`config.mk`:
```
export PLATFORM = sky130hd
export DESIGN_NAME = balancer_fault_sequencer
export DESIGN_NICKNAME = d
export VERILOG_FILES = /design/src/balancer_pkg.sv /design/src/balancer_fault_sequencer.sv /design/src/input_sync.sv
export SDC_FILE = /design/constraint.sdc
export NUM_CORES = 1
export LEC_CHECK = 0
export ABC_CLOCK_PERIOD_IN_PS = 4260
export BUFFER_PORTS_ARGS = -buffer_cell sky130_fd_sc_hd__buf_2
export CORE_UTILIZATION = 55
export DETAILED_ROUTE_END_ITERATION = 8
export GPL_ROUTABILITY_DRIVEN = 0
export PLACE_DENSITY_LB_ADDON = 0.2
export SETUP_SLACK_MARGIN = 0.3
export SYNTH_ARGS = -nofsm -noshare
export SYNTH_HDL_FRONTEND = slang
export SYNTH_SLANG_ARGS = --single-unit
```
`constraint.sdc`:
```
create_clock -name ref_clk_in -period 4.26 [get_ports ref_clk_in]
set_input_delay 0.852 -clock ref_clk_in [delete_from_list [all_inputs] [get_ports ref_clk_in]]
set_output_delay 0.852 -clock ref_clk_in [all_outputs]
set_load 0.1 [all_outputs]
```
`src/balancer_pkg.sv`:
```
// package of constants and carriers for the balancer fault sequencer
// assumes a 125 MHz ref_clk_in; switching pulses arrive as a strobe input
//
// What this block does
// - on enable rise drive done low, echo inverted direction
// - enable starts a 10 us hold pulse; done, fault cleared, no switching
// - hold pulse clears done and fault latches; start-up waits for its end
// - current reference is the smaller of soft-start ramp and set-point
// - enable fall ramps current down toward zero, about 300 us
// - shutdown completes below 100 mV ramp level; then done goes high
// - done stays latched high until the next enable sequence
// - low-side lockout active while enable high or done low
// - high-side lockout waits for low-side good; both good unlock drivers
// - fault codes: 0 none,1 prim,2 sec,3 thermal,4 watchdog,5 uv,6 ov
// - any fault forces gates off and holds them off latched
// - a fault forces the ramp low path, latching done high
// - encoded fault word latched into the three fault outputs
// - fault code and done stay latched until next start-up
// - current-limit counters reset every 32 switching pulses
// - 4 primary or 8 secondary events in a window raise fault
// - watchdog faults after 2^21 switching pulses with enable high
// - overtemperature flag records thermal fault and shuts down
// - cell voltage outside window flags over or undervoltage fault
// - current sense polarity follows the direction input
package balancer_pkg;

  // ----------------------------------------
  // timing
  // ----------------------------------------
  localparam int unsigned CLK_HZ        = 125_000_000;
  localparam int unsigned HOLD_NS       = 10_000;
  localparam int unsigned HOLD_CYCLES   = (HOLD_NS * (CLK_HZ / 1_000_000) + 999) / 1000;
  localparam int unsigned RAMP_DOWN_US  = 300;
  localparam int unsigned WINDOW_PULSES = 32;
  localparam int unsigned PRIM_LIMIT    = 4;
  localparam int unsigned SEC_LIMIT     = 8;
  localparam int unsigned WDOG_BITS     = 21;

  // ----------------------------------------
  // ramp and thresholds
  // ----------------------------------------
  localparam int unsigned RAMP_W        = 12;
  localparam int unsigned RAMP_FULL_MV  = 2500;
  localparam int unsigned STOP_MV       = 100;
  localparam logic [11:0] STOP_LEVEL    = 12'(STOP_MV * 4095 / RAMP_FULL_MV);
  localparam logic [11:0] RAMP_RESET    = 12'h000;
  // one ramp step per switching pulse: 300 us at 250 kHz is 75 pulses
  localparam int unsigned RAMP_PULSES   = RAMP_DOWN_US / 4;
  localparam logic [11:0] RAMP_STEP     = 12'(4095 / RAMP_PULSES);

  // ----------------------------------------
  // fault codes
  // ----------------------------------------
  typedef enum logic [2:0] {
    FLT_NONE  = 3'h0,
    FLT_PRIM  = 3'h1,
    FLT_SEC   = 3'h2,
    FLT_THERM = 3'h3,
    FLT_WDOG  = 3'h4,
    FLT_UV    = 3'h5,
    FLT_OV    = 3'h6
  } fault_code_e;

  // sequencer states, gray along idle-hold-run-stop
  typedef enum logic [1:0] {
    ST_IDLE = 2'b00,
    ST_HOLD = 2'b01,
    ST_RUN  = 2'b11,
    ST_STOP = 2'b10
  } seq_state_e;

  // analog-side flags in one carrier
  typedef struct packed {
    logic prim_limit;
    logic sec_limit;
    logic overtemp;
    logic cell_under;
    logic cell_over;
    logic low_supply_ok;
    logic high_supply_ok;
  } sense_flags_s;

endpackage

```
`src/balancer_fault_sequencer.sv`:
```
// sequencer, lockout gating and fault latch of the balancing controller
// assumes sw_pulse_in is a one-cycle 250 kHz strobe from on-chip logic
`timescale 1ns/1ps
`default_nettype none
module balancer_fault_sequencer
  import balancer_pkg::*;
  #(
    parameter int unsigned HOLD_LEN  = HOLD_CYCLES,
    parameter int unsigned WDOG_LEN  = 2 ** WDOG_BITS
  )
  (
    // clock, reset, enable
    input  wire logic                ref_clk_in,
    input  wire logic                rst_in,
    input  wire logic                clk_en_in,
    // partner handshake pins
    input  wire logic                enable_in,
    input  wire logic                direction_in,
    output logic                     done_out,
    output logic                     direction_echo_out,
    output logic [2:0]               fault_code_out,
    // switching strobe and analog flags
    input  wire logic                sw_pulse_in,
    input  wire sense_flags_s        flags_in,
    input  wire logic [RAMP_W-1:0]   current_setpoint_in,
    // controls toward the analog side
    output logic [RAMP_W-1:0]        current_ref_out,
    output logic                     sense_invert_out,
    output logic                     low_side_supply_lock_out,
    output logic                     high_side_supply_lock_out,
    output logic                     gates_enable_out
  );

  // ----------------------------------------
  // elaboration checks
  // ----------------------------------------
  initial
  begin
    if (HOLD_LEN < 1 || HOLD_LEN > 65535)
      $error("hold length out of range");
    if (WDOG_LEN < 2 || WDOG_LEN > (2 ** 22) - 1)
      $error("watchdog length out of range");
  end

  // ----------------------------------------
  // pin synchronisers
  // ----------------------------------------
  localparam int unsigned NSYNC = 9;
  logic [NSYNC-1:0] sync_q;
  logic             en_s;
  logic             dir_s;
  sense_flags_s     fl_s;

  input_sync #(.WIDTH(NSYNC)) u_sync (
    .ref_clk_in (ref_clk_in),
    .rst_in     (rst_in),
    .clk_en_in  (clk_en_in),
    .async_in   ({enable_in, direction_in, flags_in}),
    .sync_out   (sync_q)
  );

  assign en_s  = sync_q[8];
  assign dir_s = sync_q[7];
  assign fl_s  = sync_q[6:0];

  // ----------------------------------------
  // state carrier
  // ----------------------------------------
  typedef struct packed {
    seq_state_e        st;
    logic              en_d;
    logic              done;
    logic              echo;
    logic [2:0]        code;
    logic              fault;
    logic [15:0]       hold_cnt;
    logic [RAMP_W-1:0] ramp;
    logic [4:0]        win_cnt;
    logic [2:0]        prim_cnt;
    logic [3:0]        sec_cnt;
    logic [21:0]       wdog_cnt;
    logic              gates;
  } seq_state_s;

  seq_state_s state_reg;
  seq_state_s state_next;

  // priority encoder used for first-fault capture
  function automatic logic [2:0] encode_fault(input logic prim, input logic sec,
                                              input logic therm, input logic wdog,
                                              input logic uv, input logic ov);
    logic [2:0] c;
    c = FLT_NONE;
    if (ov)         c = FLT_OV;
    if (uv)         c = FLT_UV;
    if (wdog)       c = FLT_WDOG;
    if (therm)      c = FLT_THERM;
    if (sec)        c = FLT_SEC;
    if (prim)       c = FLT_PRIM;
    return c;
  endfunction

  logic       en_rise;
  logic       prim_hit;
  logic       sec_hit;
  logic       wdog_hit;
  logic [2:0] new_code;
  logic       supplies_ok;
  logic [RAMP_W-1:0] ramp_dn;

  // ----------------------------------------
  // event detection
  // ----------------------------------------
  assign en_rise     = en_s && !state_reg.en_d;
  assign supplies_ok = fl_s.low_supply_ok && fl_s.high_supply_ok;
  // count includes the event seen in this very cycle
  assign prim_hit = sw_pulse_in && fl_s.prim_limit
                    && (32'(state_reg.prim_cnt) + 1 >= PRIM_LIMIT);
  assign sec_hit  = sw_pulse_in && fl_s.sec_limit
                    && (32'(state_reg.sec_cnt) + 1 >= SEC_LIMIT);
  assign wdog_hit = en_s && (32'(state_reg.wdog_cnt) >= WDOG_LEN);
  assign new_code = encode_fault(prim_hit, sec_hit, fl_s.overtemp, wdog_hit,
                                 fl_s.cell_under, fl_s.cell_over);
  assign ramp_dn  = (state_reg.ramp > RAMP_STEP) ? state_reg.ramp - RAMP_STEP : RAMP_RESET;

  // ----------------------------------------
  // next-state logic
  // ----------------------------------------
  always_comb
  begin
    state_next      = state_reg;
    state_next.en_d = en_s;

    case (state_reg.st)
      ST_IDLE:
      begin
        state_next.gates = 1'b0;
        if (en_rise)
        begin
          state_next.st       = ST_HOLD;
          state_next.hold_cnt = '0;
        end
      end
      ST_HOLD:
      begin
        // latches held clear and switching inhibited for the whole pulse
        state_next.done     = 1'b0;
        state_next.echo     = !dir_s;
        state_next.code     = FLT_NONE;
        state_next.fault    = 1'b0;
        state_next.gates    = 1'b0;
        state_next.ramp     = RAMP_RESET;
        state_next.win_cnt  = '0;
        state_next.prim_cnt = '0;
        state_next.sec_cnt  = '0;
        state_next.wdog_cnt = '0;
        state_next.hold_cnt = state_reg.hold_cnt + 16'h0001;
        if (32'(state_reg.hold_cnt) + 1 >= HOLD_LEN)
          state_next.st = en_s ? ST_RUN : ST_STOP;
      end
      ST_RUN:
      begin
        state_next.echo  = !dir_s;
        state_next.gates = supplies_ok;
        if (sw_pulse_in)
        begin
          // soft-start ramp rises one step per switching pulse
          if (state_reg.ramp < current_setpoint_in)
            state_next.ramp = ((current_setpoint_in - state_reg.ramp) > RAMP_STEP)
                              ? state_reg.ramp + RAMP_STEP : current_setpoint_in;
          state_next.wdog_cnt = state_reg.wdog_cnt + 22'h000001;
        end
        if (!en_s)
          state_next.st = ST_STOP;
      end
      ST_STOP:
      begin
        if (sw_pulse_in)
          state_next.ramp = ramp_dn;
        if (state_reg.ramp < STOP_LEVEL)
        begin
          state_next.done  = 1'b1;
          state_next.gates = 1'b0;
          state_next.ramp  = RAMP_RESET;
          state_next.st    = ST_IDLE;
        end
      end
      default:
        state_next.st = ST_IDLE;
    endcase

    // current-limit window, only while converting
    if (state_reg.st == ST_RUN && sw_pulse_in)
    begin
      state_next.win_cnt = state_reg.win_cnt + 5'h01;
      if (32'(state_reg.win_cnt) == WINDOW_PULSES - 1)
      begin
        state_next.prim_cnt = '0;
        state_next.sec_cnt  = '0;
      end
      else
      begin
        if (fl_s.prim_limit && !prim_hit)
          state_next.prim_cnt = state_reg.prim_cnt + 3'h1;
        if (fl_s.sec_limit && !sec_hit)
          state_next.sec_cnt = state_reg.sec_cnt + 4'h1;
      end
    end

    // first fault wins and forces the shutdown path
    if ((state_reg.st == ST_RUN || state_reg.st == ST_STOP) && !state_reg.fault
        && new_code != FLT_NONE)
    begin
      state_next.fault = 1'b1;
      state_next.code  = new_code;
      state_next.gates = 1'b0;
      state_next.ramp  = RAMP_RESET;
      state_next.done  = 1'b1;
      state_next.st    = ST_IDLE;
    end
    if (state_reg.fault)
      state_next.gates = 1'b0;
  end

  // ----------------------------------------
  // state register
  // ----------------------------------------
  always_ff @(posedge ref_clk_in)
  begin
    if (rst_in)
    begin
      state_reg      <= '0;
      state_reg.st   <= ST_IDLE;
      state_reg.done <= 1'b1;
    end
    else if (clk_en_in)
      state_reg <= state_next;
  end

  // ----------------------------------------
  // outputs
  // ----------------------------------------
  assign done_out            = state_reg.done;
  assign direction_echo_out  = state_reg.echo;
  assign fault_code_out      = state_reg.code;
  // reference is the lower of ramp and set-point
  assign current_ref_out     = (state_reg.ramp < current_setpoint_in)
                               ? state_reg.ramp : current_setpoint_in;
  assign sense_invert_out    = dir_s;
  assign low_side_supply_lock_out  = en_s || !state_reg.done;
  assign high_side_supply_lock_out = (en_s || !state_reg.done)
                                     && fl_s.low_supply_ok;
  assign gates_enable_out    = state_reg.gates;

endmodule
`default_nettype wire

```
`src/input_sync.sv`:
```
// three-flop synchroniser bank with agreement filter
// assumes inputs are asynchronous levels from pins
`timescale 1ns/1ps
`default_nettype none
module input_sync
  #(parameter int unsigned WIDTH = 1)
  (
    // clock and control
    input  wire logic             ref_clk_in,
    input  wire logic             rst_in,
    input  wire logic             clk_en_in,
    // data
    input  wire logic [WIDTH-1:0] async_in,
    output logic      [WIDTH-1:0] sync_out
  );

  typedef struct packed {
    logic [WIDTH-1:0] s1;
    logic [WIDTH-1:0] s2;
    logic [WIDTH-1:0] s3;
    logic [WIDTH-1:0] q;
  } sync_state_s;

  sync_state_s state_reg;
  sync_state_s state_next;

  // accept a change only when second and third stages agree
  always_comb
  begin
    state_next    = state_reg;
    state_next.s1 = async_in;
    state_next.s2 = state_reg.s1;
    state_next.s3 = state_reg.s2;
    for (int i = 0; i < WIDTH; i++)
    begin
      if (state_reg.s2[i] == state_reg.s3[i])
        state_next.q[i] = state_reg.s3[i];
    end
  end

  always_ff @(posedge ref_clk_in)
  begin
    if (rst_in)
      state_reg <= '0;
    else if (clk_en_in)
      state_reg <= state_next;
  end

  assign sync_out = state_reg.q;

endmodule
`default_nettype wire

```
# Yosys cells after proc, flatten, opt, wreduce, memory -nomap -nowiden

Index checks and enable logic that the tools add are counted.

Register bits after elaboration: 108
Bits of input ports: 25
Output and inout bits: 21
Logic and storage cells: 156

$add $sub $neg: 11
Order comparisons: 8
Equality and inequality tests: 23
Multiplexer cells: 40
Reduce and logical (&&, ||, !) cells: 49

Operators with widths:

| kind                    | count |
|---|---|
| $mux W12                | 10 |
| $pmux W22 S2            | 1 |
| $pmux W12 S3            | 1 |
| $pmux W16 S2            | 1 |
| $reduce_and A2 Y1       | 13 |
| $gt A12 B6 Y1 const B   | 2 |
| $add A22 B1 Y22 const B | 1 |
| $ge A22 B22 Y1 const B  | 1 |
| $mux W22                | 1 |
| $mux W3                 | 7 |
| $add A16 B1 Y17 const B | 1 |
| $ge A17 B11 Y1 const B  | 1 |
| $add A16 B1 Y16 const B | 1 |
| $mux W16                | 1 |
| $logic_and A1 B1 Y1     | 13 |
| $add A12 B6 Y12 const B | 1 |
| $lt A12 B12 Y1          | 1 |
| $lt A12 B8 Y1 const B   | 1 |
| $mux W4                 | 3 |
| $sub A12 B12 Y12        | 1 |
| $sub A12 B6 Y12 const B | 1 |
| $mux W2                 | 5 |
| $reduce_and A5 Y1       | 2 |
| $eq A1 B1 Y1            | 9 |
| 27 further kinds        | 52 |

# Longest topological paths before layout

Gate-level depths: netlist (run 1).

Word-level depth: 10
Depth in mapped cells: 13
Gate-level depth less buffers: 12

# By module

Synthesis (run 1) repeated with hierarchy kept, for this count alone.

Cell total of the unflattened synthesis: 837
Area total of the unflattened synthesis: 6710.2 µm²

By module, submodules not included:

| module                   | instances | cells each | area an instance (µm²) | sequential area each (µm²) |
|---|---|---|---|---|
| balancer_fault_sequencer | 1         | 683        | 5136.2                 | 1441.4 |
| input_sync               | 1         | 154        | 1574.0                 | 720.7 |

# Worst setup path after synthesis (run 1)

OpenSTA, ideal clock, no wires.

Path kind: input-to-output
Start point: input port current_setpoint_in[0]
End point: output port current_ref_out[11]
Arrival time: 4.268 ns
Data required time: 3.408 ns
Setup slack: -0.860 ns
Cell stages on the path: 10
Path buffers: 1
Path through: inv_1 > ha_1 > inv_1 > fa_1 > nand3_1 > a21oi_2 > o31a_1 > o21ai_1 > clkbuf_1 > o21ai_0

Longest elaborated chain between the ends: 2

RTL lines:

| item               | RTL line                        | RTL |
|---|---|---|
| start: declaration | balancer_fault_sequencer.sv:25  | `input wire logic [RAMP_W-1:0] current_setpoint_in,` |
| $lt A12 B12 Y1     | balancer_fault_sequencer.sv:247 | `assign current_ref_out = (state_reg.ramp < current_setpoint_in)` |
| $mux W12           | balancer_fault_sequencer.sv:248 | `? state_reg.ramp : current_setpoint_in;` |
| end: declaration   | balancer_fault_sequencer.sv:27  | `output logic [RAMP_W-1:0] current_ref_out,` |

Every way passes these cells.

# Worst setup path in the final report (run 1)

Start point: input port current_setpoint_in[0]
End point: output port current_ref_out[0]

Longest elaborated chain between the ends: 2

RTL lines:

| item           | RTL line |
|---|---|
| $lt A12 B12 Y1 | balancer_fault_sequencer.sv:247 |
| $mux W12 (*)   | balancer_fault_sequencer.sv:248 |

Every way passes the cells marked *; elsewhere a longest branch is shown, timed or not.

==> results of run 1 <==
-- per-stage QoR --
step | total power, mW | hold WS (ns) | setup TNS, ns | utilization (%)
after floorplan | 1.202 | 0.4439 | -1.041 | -
after global placement | 1.270 | 0.4505 | 0 | 60.85
final | 2.111 | 0.4747 | 0 | 63.98
after global routing | 2.176 | 0.4941 | 0 | 63.98
after CTS | 2.124 | 0.4766 | 0 | 63.74
after detailed placement | 1.275 | 0.4655 | 0 | 60.85
-- worst reg2reg max path: stages, from the launching register on --
cell	delay [ns]
dfxtp_1	0.47
inv_1	0.20
ha_1	0.43
a21oi_2	0.25
a21oi_2	0.11
or4_4	0.48
a221oi_2	0.32
nand4b_2	0.18
or3_1	0.40
a311o_1	0.37
a32o_1	0.20
-- routing by layer --
metal	global-route usage, %	wire (µm)	vias to the layer above
met3	4.775	901	28
met4	8.889	317	0
met2	42.11	7315	200
li1	-	-	3024
met1	32.93	7020	2858
met5	0	0	-
-- power groups by stage --
stage	clock network (mW)	registers (mW)	logic, mW
6_report	0.850	1.02	0.236
5_1_grt	0.900	1.03	0.251
4_1_cts	0.869	1.02	0.231
3_5_place_dp	0	1.05	0.227
3_3_place_gp	0	1.05	0.223
2_1_floorplan	0	1.05	0.156
-- cells by family (layout without fill, tap and decap cells) --
family / Yosys count / after routing / share of synthesized area (%)
multiplexers: 38 / 38 / 5.918
AND/OR/NAND/NOR: 324 / 324 / 23.36
buffers and inverters: 80 / 110 / 4.951
adder cells (fa/ha/maj): 29 / 29 / 5.724
flip-flops: 108 / 108 / 33.42
XOR/XNOR: 37 / 37 / 5.009
AO/OA/AOI/OAI: 217 / 217 / 21.62
-- what timing repair did --
action,4_1_cts,5_1_grt
pin swaps,0,1
gates cloned,1,1
resized for setup,3,7
setup endpoints to repair,7,12
-- worst min path at each step --
stage | cells past startpoint | slack (ns) | to | startpoint
2_1_floorplan | 2 | 0.44 | u_sync.sync_out[0] | u_sync.state_next[9]
3_3_place_gp | 2 | 0.45 | u_sync.sync_out[6] | u_sync.state_next[15]
3_5_place_dp | 2 | 0.47 | u_sync.sync_out[6] | u_sync.state_next[15]
4_1_cts | 2 | 0.48 | u_sync.sync_out[6] | u_sync.state_next[15]
5_1_grt | 2 | 0.49 | u_sync.sync_out[6] | u_sync.state_next[15]
6_report | 2 | 0.47 | u_sync.sync_out[6] | u_sync.state_next[15]
-- final cells by class --
class | instances | area share (%)
Sequential cell | 108 | 29.59
Timing Repair Buffer | 57 | 6.731
Inverter | 37 | 1.901
Multi-Input combinational cell | 645 | 55.01
Clock inverter | 7 | 1.233
Clock buffer | 9 | 3.083
Tap cell | 143 | 2.449
-- cell usage in the layout (no fill, tap or decap), types with 12 or more instances in the layout --
cell type,netlist,final
nand3_1,38,37
a22oi_1,12,12
ha_1,28,28
o21ai_0,57,45
a21o_1,15,15
a21oi_1,62,62
nor2_1,120,120
and3_1,12,12
xor2_1,18,18
mux2i_1,36,36
nand2_1,71,71
nor3_1,22,22
xnor2_1,19,19
buf_4,3,12
inv_1,37,37
buf_2,1,33
dfxtp_1,108,108
==> summary.md, run 1 <==
| Metric | Value |
|---|---|
| Worst-margin pin slew | `between 0.9 and 1 ns` |
| Share of cells above drive strength 1 | `10.66%` |
| Pwr dens | `288.9 nW/µm²` |
| R2r startpoint | `state_reg[38]` |
| Maximum number of pins on one net before global-route repair | `57` |
| Dpl ws | `~0.23 ns` |
| LEAKAGE | `2.798 nW` |
| Gr ovfl total | `0` |
| First-pass GRT wire length | `25.92 mm` |
| Dpl cell area | `6948 µm²` |
| FF+latch count, synth | `108` |
| Switch share | `27.84%` |
| Critical path destination | `current_ref_out[0]` |
| FF-to-FF setup slack | `0.76 ns` |
| CTS tree | `built` |
| Routed Wire Length | `about 16 mm` |
| Synth top area share | `33.42%` |
| HP Class | `flop to flop` |
| Post-DP HPWL | `11.07 mm` |
| DR pass1 iterations | `5` |
| Register area | `2162 µm²` |
| Vias per std cell | `~6` |
| Hold_buf cts | `0` |
| Number of diodes | `0` |
| Final hold vios | `0` |
| Synthesized instance count | `about 830` |
| CP Class | `input port to output port` |
| YS warnings | `0` |
| IO Pins | `46` |
| Slowest-stage cell, CP | `fa_1` |
| Initial antenna violation count | `0` |
| Row Count | `39` |
| Post-synth EDFFs | `0` |
| Final period util | `roughly 90%` |
| Cells after DPL | `around 990` |
| Critical path peak fanout | `4` |
| Postcts setup bufs | `0` |
| Final setup margin | `0.4039 ns` |
| Fin area | `7306 µm²` |
| Final setup fails | `0` |
| CTS H-Tree Depth | `3` |
| Residual DRC | `0` |
| Worst endpoint required time | `3.41 ns` |
| CP max stage delay | `0.41 ns` |
| Max Fclk | `259.3 MHz` |
| Clock root cell | `clkbuf_16` |
| P_int | `1.523 mW` |
| Crit path depth | `11` |
| Buffers & Inverters on Critical Path | `4` |
| Netlist cell types | `66` |
| Power share of the clock group | `approximately two fifths` |
| Logic pwr share | `11.2%` |
| Crit path max-delay family | `compound AO/OA/AOI/OAI gates` |
| Slew HR | `39.28%` |
| Final worst path period need | `roughly 3.9 ns` |
| Area growth, synth to finish | `12.92%` |
| Largest area contributor in the netlist | `dfxtp_1` |
| Status | `finished, final reports clean` |
| Most frequent cells after synthesis | `120 x nor2_1, 108 x dfxtp_1, 71 x nand2_1, 62 x a21oi_1, 57 x o21ai_0` |
| Mapped cell area | `around 6500 µm²` |
| DIE WIDTH | `110.5 µm` |
| Clk buf depth | `2` |
| Syn Area/Cell | `just under 8 µm²` |
| Most frequent cell after synthesis | `nor2_1` |
| Placeable core area | `around 11000 µm²` |
| R2R depth | `10` |
| Clock-pin slew on the worst setup and hold paths | `0.07 ns` |
| CTS buffer count | `9` |
| Seq/Total Area, Yosys | `between 30 and 40%` |
| DRT iter0 DRCs | `roughly 430` |
| GRT Total Usage | `25.37%` |
| DR WL/cell | `about 15 µm` |
| CTS sink count | `108` |
| VDD IR-drop max | `between 0.0003 and 0.0004 V` |
| Clk_lat worst skew | `0.36 ns` |
| Post-route ant nets | `0` |
| RSZ-0062 raised after global routing | `false` |
| Finished Layout Cells | `between 1000 and 1500` |
| CP Data Arrival Time | `3.00 ns` |
| Vias in the first global route | `5614` |
| Top cells by area, synth | `dfxtp_1 33%, nor2_1 7.0%, mux2i_1 5.6%, ha_1 5.4%, a21oi_1 4.8%` |
| Syn_nets | `887` |
| Multi-input gate area | `4019 µm²` |
| Buffers on Ports | `45` |
| Initial Utilization | `around 57%` |
| Sequential share of power | `48.5%` |
| P_sw | `between 0.5 and 0.6 mW` |
| Die height | `110.5 µm` |
| Crit Reg-Reg Endpoint | `state_reg[36]` |
| Fillcell total | `1015` |
| Maxcap violations | `0` |
| Final max-slew violation count | `0` |
| FFs w/ async S/R, synth | `0%` |
| Critical Path, Cell by Cell | `buf_2, inv_1, ha_1, inv_1, fa_1, nand3_2, a21oi_2, o31a_1, o21ai_4, mux2_2, buf_4` |
| Die area | `12200 µm²` |
| Critical Path End Type | `output port` |
| Critical path's most frequent cell | `inv_1` |
| Vias | `about 6000` |
| Worst Setup SP | `current_setpoint_in[0]` |
| Nets@finish | `912` |
| Primary FF master, synth | `dfxtp_1` |
| Critical Path Source Type | `input port` |
| Final Skew | `0.01244 ns` |
| Max FFs per register | `66` |
Power figures use the tool's default switching activity.
==> inputs of run 2 (changes only) <==
- SYNTH_HIERARCHICAL: not set -> 1
- TNS_END_PERCENT: not set -> 50
==> run 2 against run 1 <==
Sequential power is essentially flat. Critical path type unchanged. Wire length grew 1.2%. Clock-buffer cell count grew 2. Utilization grew 2.4 points. Final cell count is the same. Critical path depth grew 3. Worst setup slack lost 0.12 ns. Cell area grew 6.0%. Non-clock buffer count grew 7.
==> summary.md, run 2 <==
| Metric | Value |
|---|---|
| P_int | `1.622 mW (was 1.523 mW)` |
| Clock-pin slew on the worst setup and hold paths | `0.07 ns (about the same)` |
| CP Data Arrival Time | `3.12 ns (was 3.00 ns)` |
| Setup TNS Final | `0 ns (unchanged)` |
| DR pass1 iterations | `7 (was 5)` |
| IO Pins | `46 (unchanged)` |
| YS warnings | `6 (was 0)` |
| Critical Path End Type | `output port (unchanged)` |
| Nets@finish | `912 (unchanged)` |
| VDD IR-drop max | `0.0003156 V (was 0.0003145 V)` |
| Share of cells above drive strength 1 | `14.95% (was 10.66%)` |
| Max FFs per register | `66 (unchanged)` |
| Clk_lat worst skew | `0.34 ns (was 0.36 ns)` |
| DIE WIDTH | `112.5 µm (was 110.5 µm)` |
| Final period util | `93.27% (was 90.52%)` |
| Buffers on Ports | `45 (unchanged)` |
| Initial antenna violation count | `0 (unchanged)` |
| Vias per std cell | `6.078 (was 6.074)` |
| Post-route ant nets | `0 (unchanged)` |
| Critical path peak fanout | `6 (was 4)` |
| First-pass GRT wire length | `26.67 mm (was 25.92 mm)` |
| CTS H-Tree Depth | `3 (unchanged)` |
| Area growth, synth to finish | `15.42% (was 12.92%)` |
| Pwr dens | `278.8 nW/µm² (was 288.9 nW/µm²)` |
| Final Skew | `0.009565 ns (was 0.01244 ns)` |
| Sequential share of power | `47.5% (was 48.5%)` |
| DR WL/cell | `15.64 µm (was 15.46 µm)` |
| Residual DRC | `0 (unchanged)` |
| Primary FF master, synth | `dfxtp_1 (unchanged)` |
| Final worst path period need | `3.974 ns (was 3.856 ns)` |
| FFs w/ async S/R, synth | `0% (unchanged)` |
| DRT iter0 DRCs | `410 (was 433)` |
| Syn_nets | `891 (was 887)` |
| Multi-input gate area | `4284 µm² (was 4019 µm²)` |
| Placeable core area | `11660 µm² (was 11420 µm²)` |
| Largest area contributor in the netlist | `dfxtp_1 (unchanged)` |
| Final max-slew violation count | `0 (unchanged)` |
| Core Util, Final | `66.41% (was 63.98%)` |
| Gr ovfl total | `0 (unchanged)` |
| Mapped cell area | `6710 µm² (was 6470 µm²)` |
| Number of diodes | `0 (unchanged)` |
| LEAKAGE | `2.843 nW (was 2.798 nW)` |
| GRT Total Usage | `25.51% (was 25.37%)` |
| Register area | `2163 µm² (was 2162 µm²)` |
| Netlist cell types | `74 (was 66)` |
| Routed Wire Length | `15.74 mm (was 15.55 mm)` |
| Commonest non-fill, non-tap cell in the layout | `nor2_1 (unchanged)` |
| Post-synth EDFFs | `0 (unchanged)` |
| HP Class | `flop to flop (unchanged)` |
| FF+latch count, synth | `108 (unchanged)` |
| Maximum number of pins on one net before global-route repair | `65 (was 57)` |
| Switch share | `24.91% (was 27.84%)` |
| Logic pwr share | `12.9% (was 11.2%)` |
| Maxcap violations | `0 (unchanged)` |
| Final hold vios | `0 (unchanged)` |
| Die area | `12650 µm² (was 12200 µm²)` |
| Syn Area/Cell | `8.017 µm² (was 7.767 µm²)` |
| Vias | `6114 (was 6110)` |
| Die height | `112.5 µm (was 110.5 µm)` |
| Clk buf depth | `2 (unchanged)` |
| Status | `finished, final reports clean (unchanged)` |
| CTS sink count | `108 (unchanged)` |
| Max Fclk | `251.7 MHz (was 259.3 MHz)` |
| Vias in the first global route | `5738 (was 5614)` |
| Most frequent cells after synthesis | `108 x dfxtp_1, 108 x nor2_1, 64 x nand2_1, 54 x a21oi_1, 53 x o21ai_0 (was 120 x nor2_1, 108 x dfxtp_1, 71 x nand2_1, 62 x a21oi_1, 57 x o21ai_0)` |
| Row Count | `39 (unchanged)` |
| CTS buffer count | `9 (unchanged)` |
| Worst endpoint required time | `3.41 ns (about the same)` |
| Slew HR | `43.04% (was 39.28%)` |
| Synthesized instance count | `837 (was 833)` |
| Synth top area share | `32.22% (was 33.42%)` |
| Critical Path Source Type | `input port (unchanged)` |
| Fillcell total | `958 (was 1015)` |
| RSZ-0062 raised after global routing | `true (was false)` |
| CTS tree | `built (unchanged)` |
| Power share of the clock group | `39.6% (was 40.3%)` |
| Clock root cell | `clkbuf_16 (unchanged)` |
| Dpl cell area | `7168 µm² (was 6948 µm²)` |
| Commonest non-fill, non-tap cells in the layout | `108 x nor2_1, 107 x dfxtp_1, 58 x nand2_1 (was 120 x nor2_1, 108 x dfxtp_1, 71 x nand2_1)` |
| CP Class | `input port to output port (unchanged)` |
| P_sw | `0.5381 mW (was 0.5875 mW)` |
| Post-DP HPWL | `11.01 mm (was 11.07 mm)` |
| Fin area | `7745 µm² (was 7306 µm²)` |
| Initial Utilization | `57.54% (was 56.66%)` |
| Top cells by area, synth | `dfxtp_1 32%, mux2i_1 6.6%, nor2_1 6.0%, ha_1 5.2%, a21oi_1 4.0% (was dfxtp_1 33%, nor2_1 7.0%, mux2i_1 5.6%, ha_1 5.4%, a21oi_1 4.8%)` |
| Seq/Total Area, Yosys | `32.22% (was 33.42%)` |
| Final setup fails | `0 (unchanged)` |
| Worst-margin pin slew | `0.8526 ns (was 0.9107 ns)` |
-- run 2: cell types whose count changed in the layout (fill, tap and decap cells not counted), sizes merged, moves of 8 or more --
cell	delta
mux2i	+8
nor2	-12
a21oi	-10
nand2b	+10
buf	+8
nor2b	+13
a21o	-11
o32ai	+8
nand3	-10
-- run 2: worst paths after layout --
path,start,end,slack (ns),depth (start not counted)
max reg2reg,state_reg[36],state_reg[43],0.82,12
min reg2reg,u_sync/state_reg[15],u_sync/sync_out[6],0.49,2
max,current_setpoint_in[0],current_ref_out[1],0.29,14
min,u_sync/state_reg[15],u_sync/sync_out[6],0.49,2
-- run 2: cell type report --
class / count / share of cell area (%)
Clock buffer: 11 / 3.263
Multi-Input combinational cell: 636 / 55.32
Clock inverter: 5 / 0.7754
Tap cell: 143 / 2.310
Timing Repair Buffer: 64 / 8.449
Inverter: 39 / 1.955
Sequential cell: 108 / 27.93
-- run 2: cells by family (layout without fill, tap and decap cells) --
group	Yosys count	count (layout)	synth area share, %
AO/OA/AOI/OAI	204	204	20.23
XOR/XNOR	34	34	4.438
adder cells (fa/ha/maj)	29	29	5.519
buffers and inverters	93	119	6.769
flip-flops	108	108	32.22
multiplexers	45	45	6.731
AND/OR/NAND/NOR	324	324	24.09
-- run 2: power groups by stage --
stage / combinational (mW) / clock, mW / sequential [mW]
after detailed placement: 0.241 / 0 / 1.05
after CTS: 0.273 / 0.873 / 1.02
after floorplan: 0.176 / 0 / 1.05
after global placement: 0.234 / 0 / 1.05
after global routing: 0.295 / 0.912 / 1.03
final: 0.279 / 0.855 / 1.02
-- run 2: timing repair --
action,CTS,global route
gates resized for setup,25,4
setup buffers,8,1
pin swaps,6,6
cloned,3,0
endpoints found under the setup margin,12,12
endpoints found under the hold margin,0,0
hold buffers,0,0
-- run 2: critical path: stages --
cell and delay, ns:
buf_8 0.10, inv_4 0.05, ha_4 0.13, inv_4 0.03
fa_2 0.33, a211o_1 0.29, a221oi_2 0.32, a211oi_2 0.15
o21bai_4 0.22, buf_6 0.15, buf_12 0.10, buf_16 0.13
o21ai_4 0.07, buf_12 0.17
-- run 2: metal layers --
layer	routed length [µm]	GRT usage (%)	up-vias
li1	-	-	2992
met1	7103	32.43	2913
met2	7503	43.48	171
met3	711	3.510	38
met4	417	10.76	0
met5	0	0	-
-- run 2: per-stage QoR --
| step | cells | worst slack [ns] | hold slack [ns] | power, mW |
|---|---|---|---|---|
| 2_1_floorplan | 837 | 0.2305 | 0.4517 | 1.223 |
| 3_3_place_gp | 978 | 0.2327 | 0.4561 | 1.282 |
| 3_5_place_dp | 978 | 0.1272 | 0.4794 | 1.289 |
| 4_1_cts | 1005 | 0.2563 | 0.4956 | 2.171 |
| 5_1_grt | 1006 | 0.2399 | 0.5271 | 2.234 |
| 6_report | 1006 | 0.2865 | 0.4907 | 2.160 |
==> inputs of run 3 (changes only) <==
- CORE_UTILIZATION: 55 -> 40
==> run 3 against run 2 <==
Final cell count grew 7.6%. Sequential share of layout area shrank 0.052 points. Clock power is essentially flat. Via count shrank 5.2%. Cell area grew 0.13%. Power shrank 1.0%. Worst setup slack gained 0.075 ns. Global-route usage shrank 7.6 points. Combinational power shrank 6%. Die area grew 37%.
==> summary.md, run 3 (synthesized netlist as in run 2, its figures left out) <==
| Metric | Value |
|---|---|
| Status | `finished, final reports clean (unchanged)` |
| First-pass GRT wire length | `25.58 mm (was 26.67 mm)` |
| Hold Path Stages | `2 (unchanged)` |
| Crit Reg-Reg Endpoint | `state_reg[45] (was state_reg[43])` |
| LEAKAGE | `2.836 nW (was 2.843 nW)` |
| Critical Path End Type | `output port (unchanged)` |
| Residual DRC | `0 (unchanged)` |
| Nets@finish | `916 (was 912)` |
| CTS sink count | `108 (unchanged)` |
| Commonest non-fill, non-tap cells in the layout | `108 x nor2_1, 108 x dfxtp_1, 63 x nand2_1 (was 108 x nor2_1, 107 x dfxtp_1, 58 x nand2_1)` |
| Vias in the first global route | `5154 (was 5738)` |
| Vias per std cell | `5.357 (was 6.078)` |
| Row Count | `46 (was 39)` |
| Setup TNS Final | `0 ns (unchanged)` |
| Worst Setup SP | `current_setpoint_in[0] (unchanged)` |
| CTS tree | `built (unchanged)` |
| P_int | `1.596 mW (was 1.622 mW)` |
| Buffers on Ports | `45 (unchanged)` |
| DR pass1 iterations | `5 (was 7)` |
| Maxcap violations | `0 (unchanged)` |
| Area growth, synth to finish | `15.57% (was 15.42%)` |
| Clk buf depth | `2 (unchanged)` |
| DR WL/cell | `14.16 µm (was 15.64 µm)` |
| Critical Path, Cell by Cell | `buf_6, inv_4, ha_4, inv_2, fa_2, a211o_1, a221oi_2, a211oi_2, o21bai_4, clkbuf_16, buf_4, o21ai_4, buf_12 (was buf_8, inv_4, ha_4, inv_4, fa_2, a211o_1, a221oi_2, a211oi_2, o21bai_4, buf_6, buf_12, buf_16, o21ai_4, buf_12)` |
| Share of cells above drive strength 1 | `14.43% (was 14.95%)` |
| Max FFs per register | `66 (unchanged)` |
| Sequential share of power | `47.9% (was 47.5%)` |
| Hold EP | `u_sync/sync_out[7] (was u_sync/sync_out[6])` |
| DIE WIDTH | `131.5 µm (was 112.5 µm)` |
| Grt met3 use | `2.160% (was 3.510%)` |
| CTS H-Tree Depth | `3 (unchanged)` |
| Clock-pin slew on the worst setup and hold paths | `0.07 ns (about the same)` |
| Number of diodes | `0 (unchanged)` |
| Min-Delay Startpoint | `u_sync/state_reg[16] (was u_sync/state_reg[15])` |
| CP Class | `input port to output port (unchanged)` |
| Initial antenna violation count | `0 (unchanged)` |
| Worst-margin pin slew | `0.8894 ns (was 0.8526 ns)` |
| Final Skew | `0.006001 ns (was 0.009565 ns)` |
| R2R depth | `12 (unchanged)` |
| Clk_lat worst skew | `0.35 ns (was 0.34 ns)` |
| CP max stage delay | `0.34 ns (was 0.33 ns)` |
| CTS buffer count | `9 (unchanged)` |
| P_sw | `0.5418 mW (was 0.5381 mW)` |
| Die area | `17300 µm² (was 12650 µm²)` |
| R2r startpoint | `state_reg[41] (was state_reg[36])` |
| FF-to-FF setup slack | `0.98 ns (was 0.82 ns)` |
| DRT iter0 DRCs | `414 (was 410)` |
| Vias | `5796 (was 6114)` |
| Slew HR | `40.71% (was 43.04%)` |
| Final max-slew violation count | `0 (unchanged)` |
| Post-DP HPWL | `10.83 mm (was 11.01 mm)` |
| Worst endpoint required time | `3.41 ns (about the same)` |
| HP Class | `flop to flop (unchanged)` |
| Fillcell total | `1631 (was 958)` |
| Gr ovfl total | `0 (unchanged)` |
| Max Fclk | `256.5 MHz (was 251.7 MHz)` |
| Placeable core area | `16120 µm² (was 11660 µm²)` |
| Met1 usage in global routing | `25.13% (was 32.43%)` |
| Final setup fails | `0 (unchanged)` |
| Most used routing layer | `met2 (unchanged)` |
| Clock root cell | `clkbuf_16 (unchanged)` |
| VDD IR-drop max | `0.0001998 V (was 0.0003156 V)` |
| Maximum number of pins on one net before global-route repair | `87 (was 65)` |
| Multi-input gate area | `4239 µm² (was 4284 µm²)` |
| Final Power | `2.137 mW (was 2.160 mW)` |
| Post-route ant nets | `0 (unchanged)` |
| GR met2 Demand/Resource | `27.66% (was 43.48%)` |
| Initial Utilization | `41.64% (was 57.54%)` |
| Final worst path period need | `3.899 ns (was 3.974 ns)` |
| Register area | `2162 µm² (was 2163 µm²)` |
| Fin area | `7755 µm² (was 7745 µm²)` |
| Critical path peak fanout | `7 (was 6)` |
| CP Data Arrival Time | `3.05 ns (was 3.12 ns)` |
| IO Pins | `46 (unchanged)` |
| Routed Wire Length | `15.33 mm (was 15.74 mm)` |
| Switch share | `25.35% (was 24.91%)` |
| Logic pwr share | `12.2% (was 12.9%)` |
| Final period util | `91.52% (was 93.27%)` |
| Final hold vios | `0 (unchanged)` |
| Pwr dens | `275.6 nW/µm² (was 278.8 nW/µm²)` |
| RSZ-0062 raised after global routing | `true (unchanged)` |
| Critical Path Source Type | `input port (unchanged)` |
| Slowest-stage cell, CP | `fa_2 (unchanged)` |
| GRT Total Usage | `17.87% (was 25.51%)` |
| Die height | `131.5 µm (was 112.5 µm)` |
| Dpl cell area | `7302 µm² (was 7168 µm²)` |
| Power share of the clock group | `39.8% (was 39.6%)` |
## run 3: cell count changes in the layout (fill, tap and decap cells not counted), sizes merged
cell and delta:
inv +1, buf +3, clkinvlp -1
## run 3: cell type report
type                            instances  share of cell area, %
Inverter                               39                  1.920
Multi-Input combinational cell        636                  54.66
Timing Repair Buffer                   68                  8.180
Tap cell                              216                  3.485
Clock buffer                           10                  3.082
Clock inverter                          5                 0.7906
Sequential cell                       108                  27.88
## run 3: per-stage QoR
step | hold slack [ns] | utilization (%) | setup WS, ns | instances
2_1_floorplan | 0.4517 | - | 0.2305 | 837
3_3_place_gp | 0.4691 | 45.31 | 0.2771 | 1055
3_5_place_dp | 0.4714 | 45.31 | 0.2509 | 1055
4_1_cts | 0.4850 | 47.48 | 0.3181 | 1076
5_1_grt | 0.5102 | 48.12 | 0.2874 | 1082
6_report | 0.4810 | 48.12 | 0.3613 | 1082
## run 3: worst max-delay path by stage
| stage | endpoint |
|---|---|
| global placement | current_ref_out[6] |
| detailed placement | current_ref_out[9] |
| floorplan | current_ref_out[1] |
| finish | current_ref_out[6] |
| global route | current_ref_out[3] |
| CTS | current_ref_out[3] |
## run 3: critical path, delay by kind of cell
family	cells	cell delay [ns]
AO/OA/AOI/OAI	5	1.04
adder cells (fa/ha/maj)	2	0.46
buffers and inverters	6	0.68
## run 3: what timing repair did
item,in CTS,in global routing
hold buffers,0,0
endpoints found under the setup margin,12,12
gates resized for setup,1,11
gates cloned,0,1
pin swaps,1,3
buffers inserted,6,5
## run 3: metal layers
metal | vias up | share of wire, %
li1 | 3015 | -
met3 | 14 | 3.1
met1 | 2663 | 51
met5 | - | 0
met4 | 0 | 1.8
met2 | 104 | 44
## run 3: power groups by stage
stage | combinational, mW | sequential (mW) | clock (mW)
6_report | 0.261 | 1.02 | 0.852
2_1_floorplan | 0.176 | 1.05 | 0
3_5_place_dp | 0.246 | 1.05 | 0
3_3_place_gp | 0.246 | 1.05 | 0
4_1_cts | 0.253 | 1.02 | 0.886
5_1_grt | 0.278 | 1.03 | 0.918
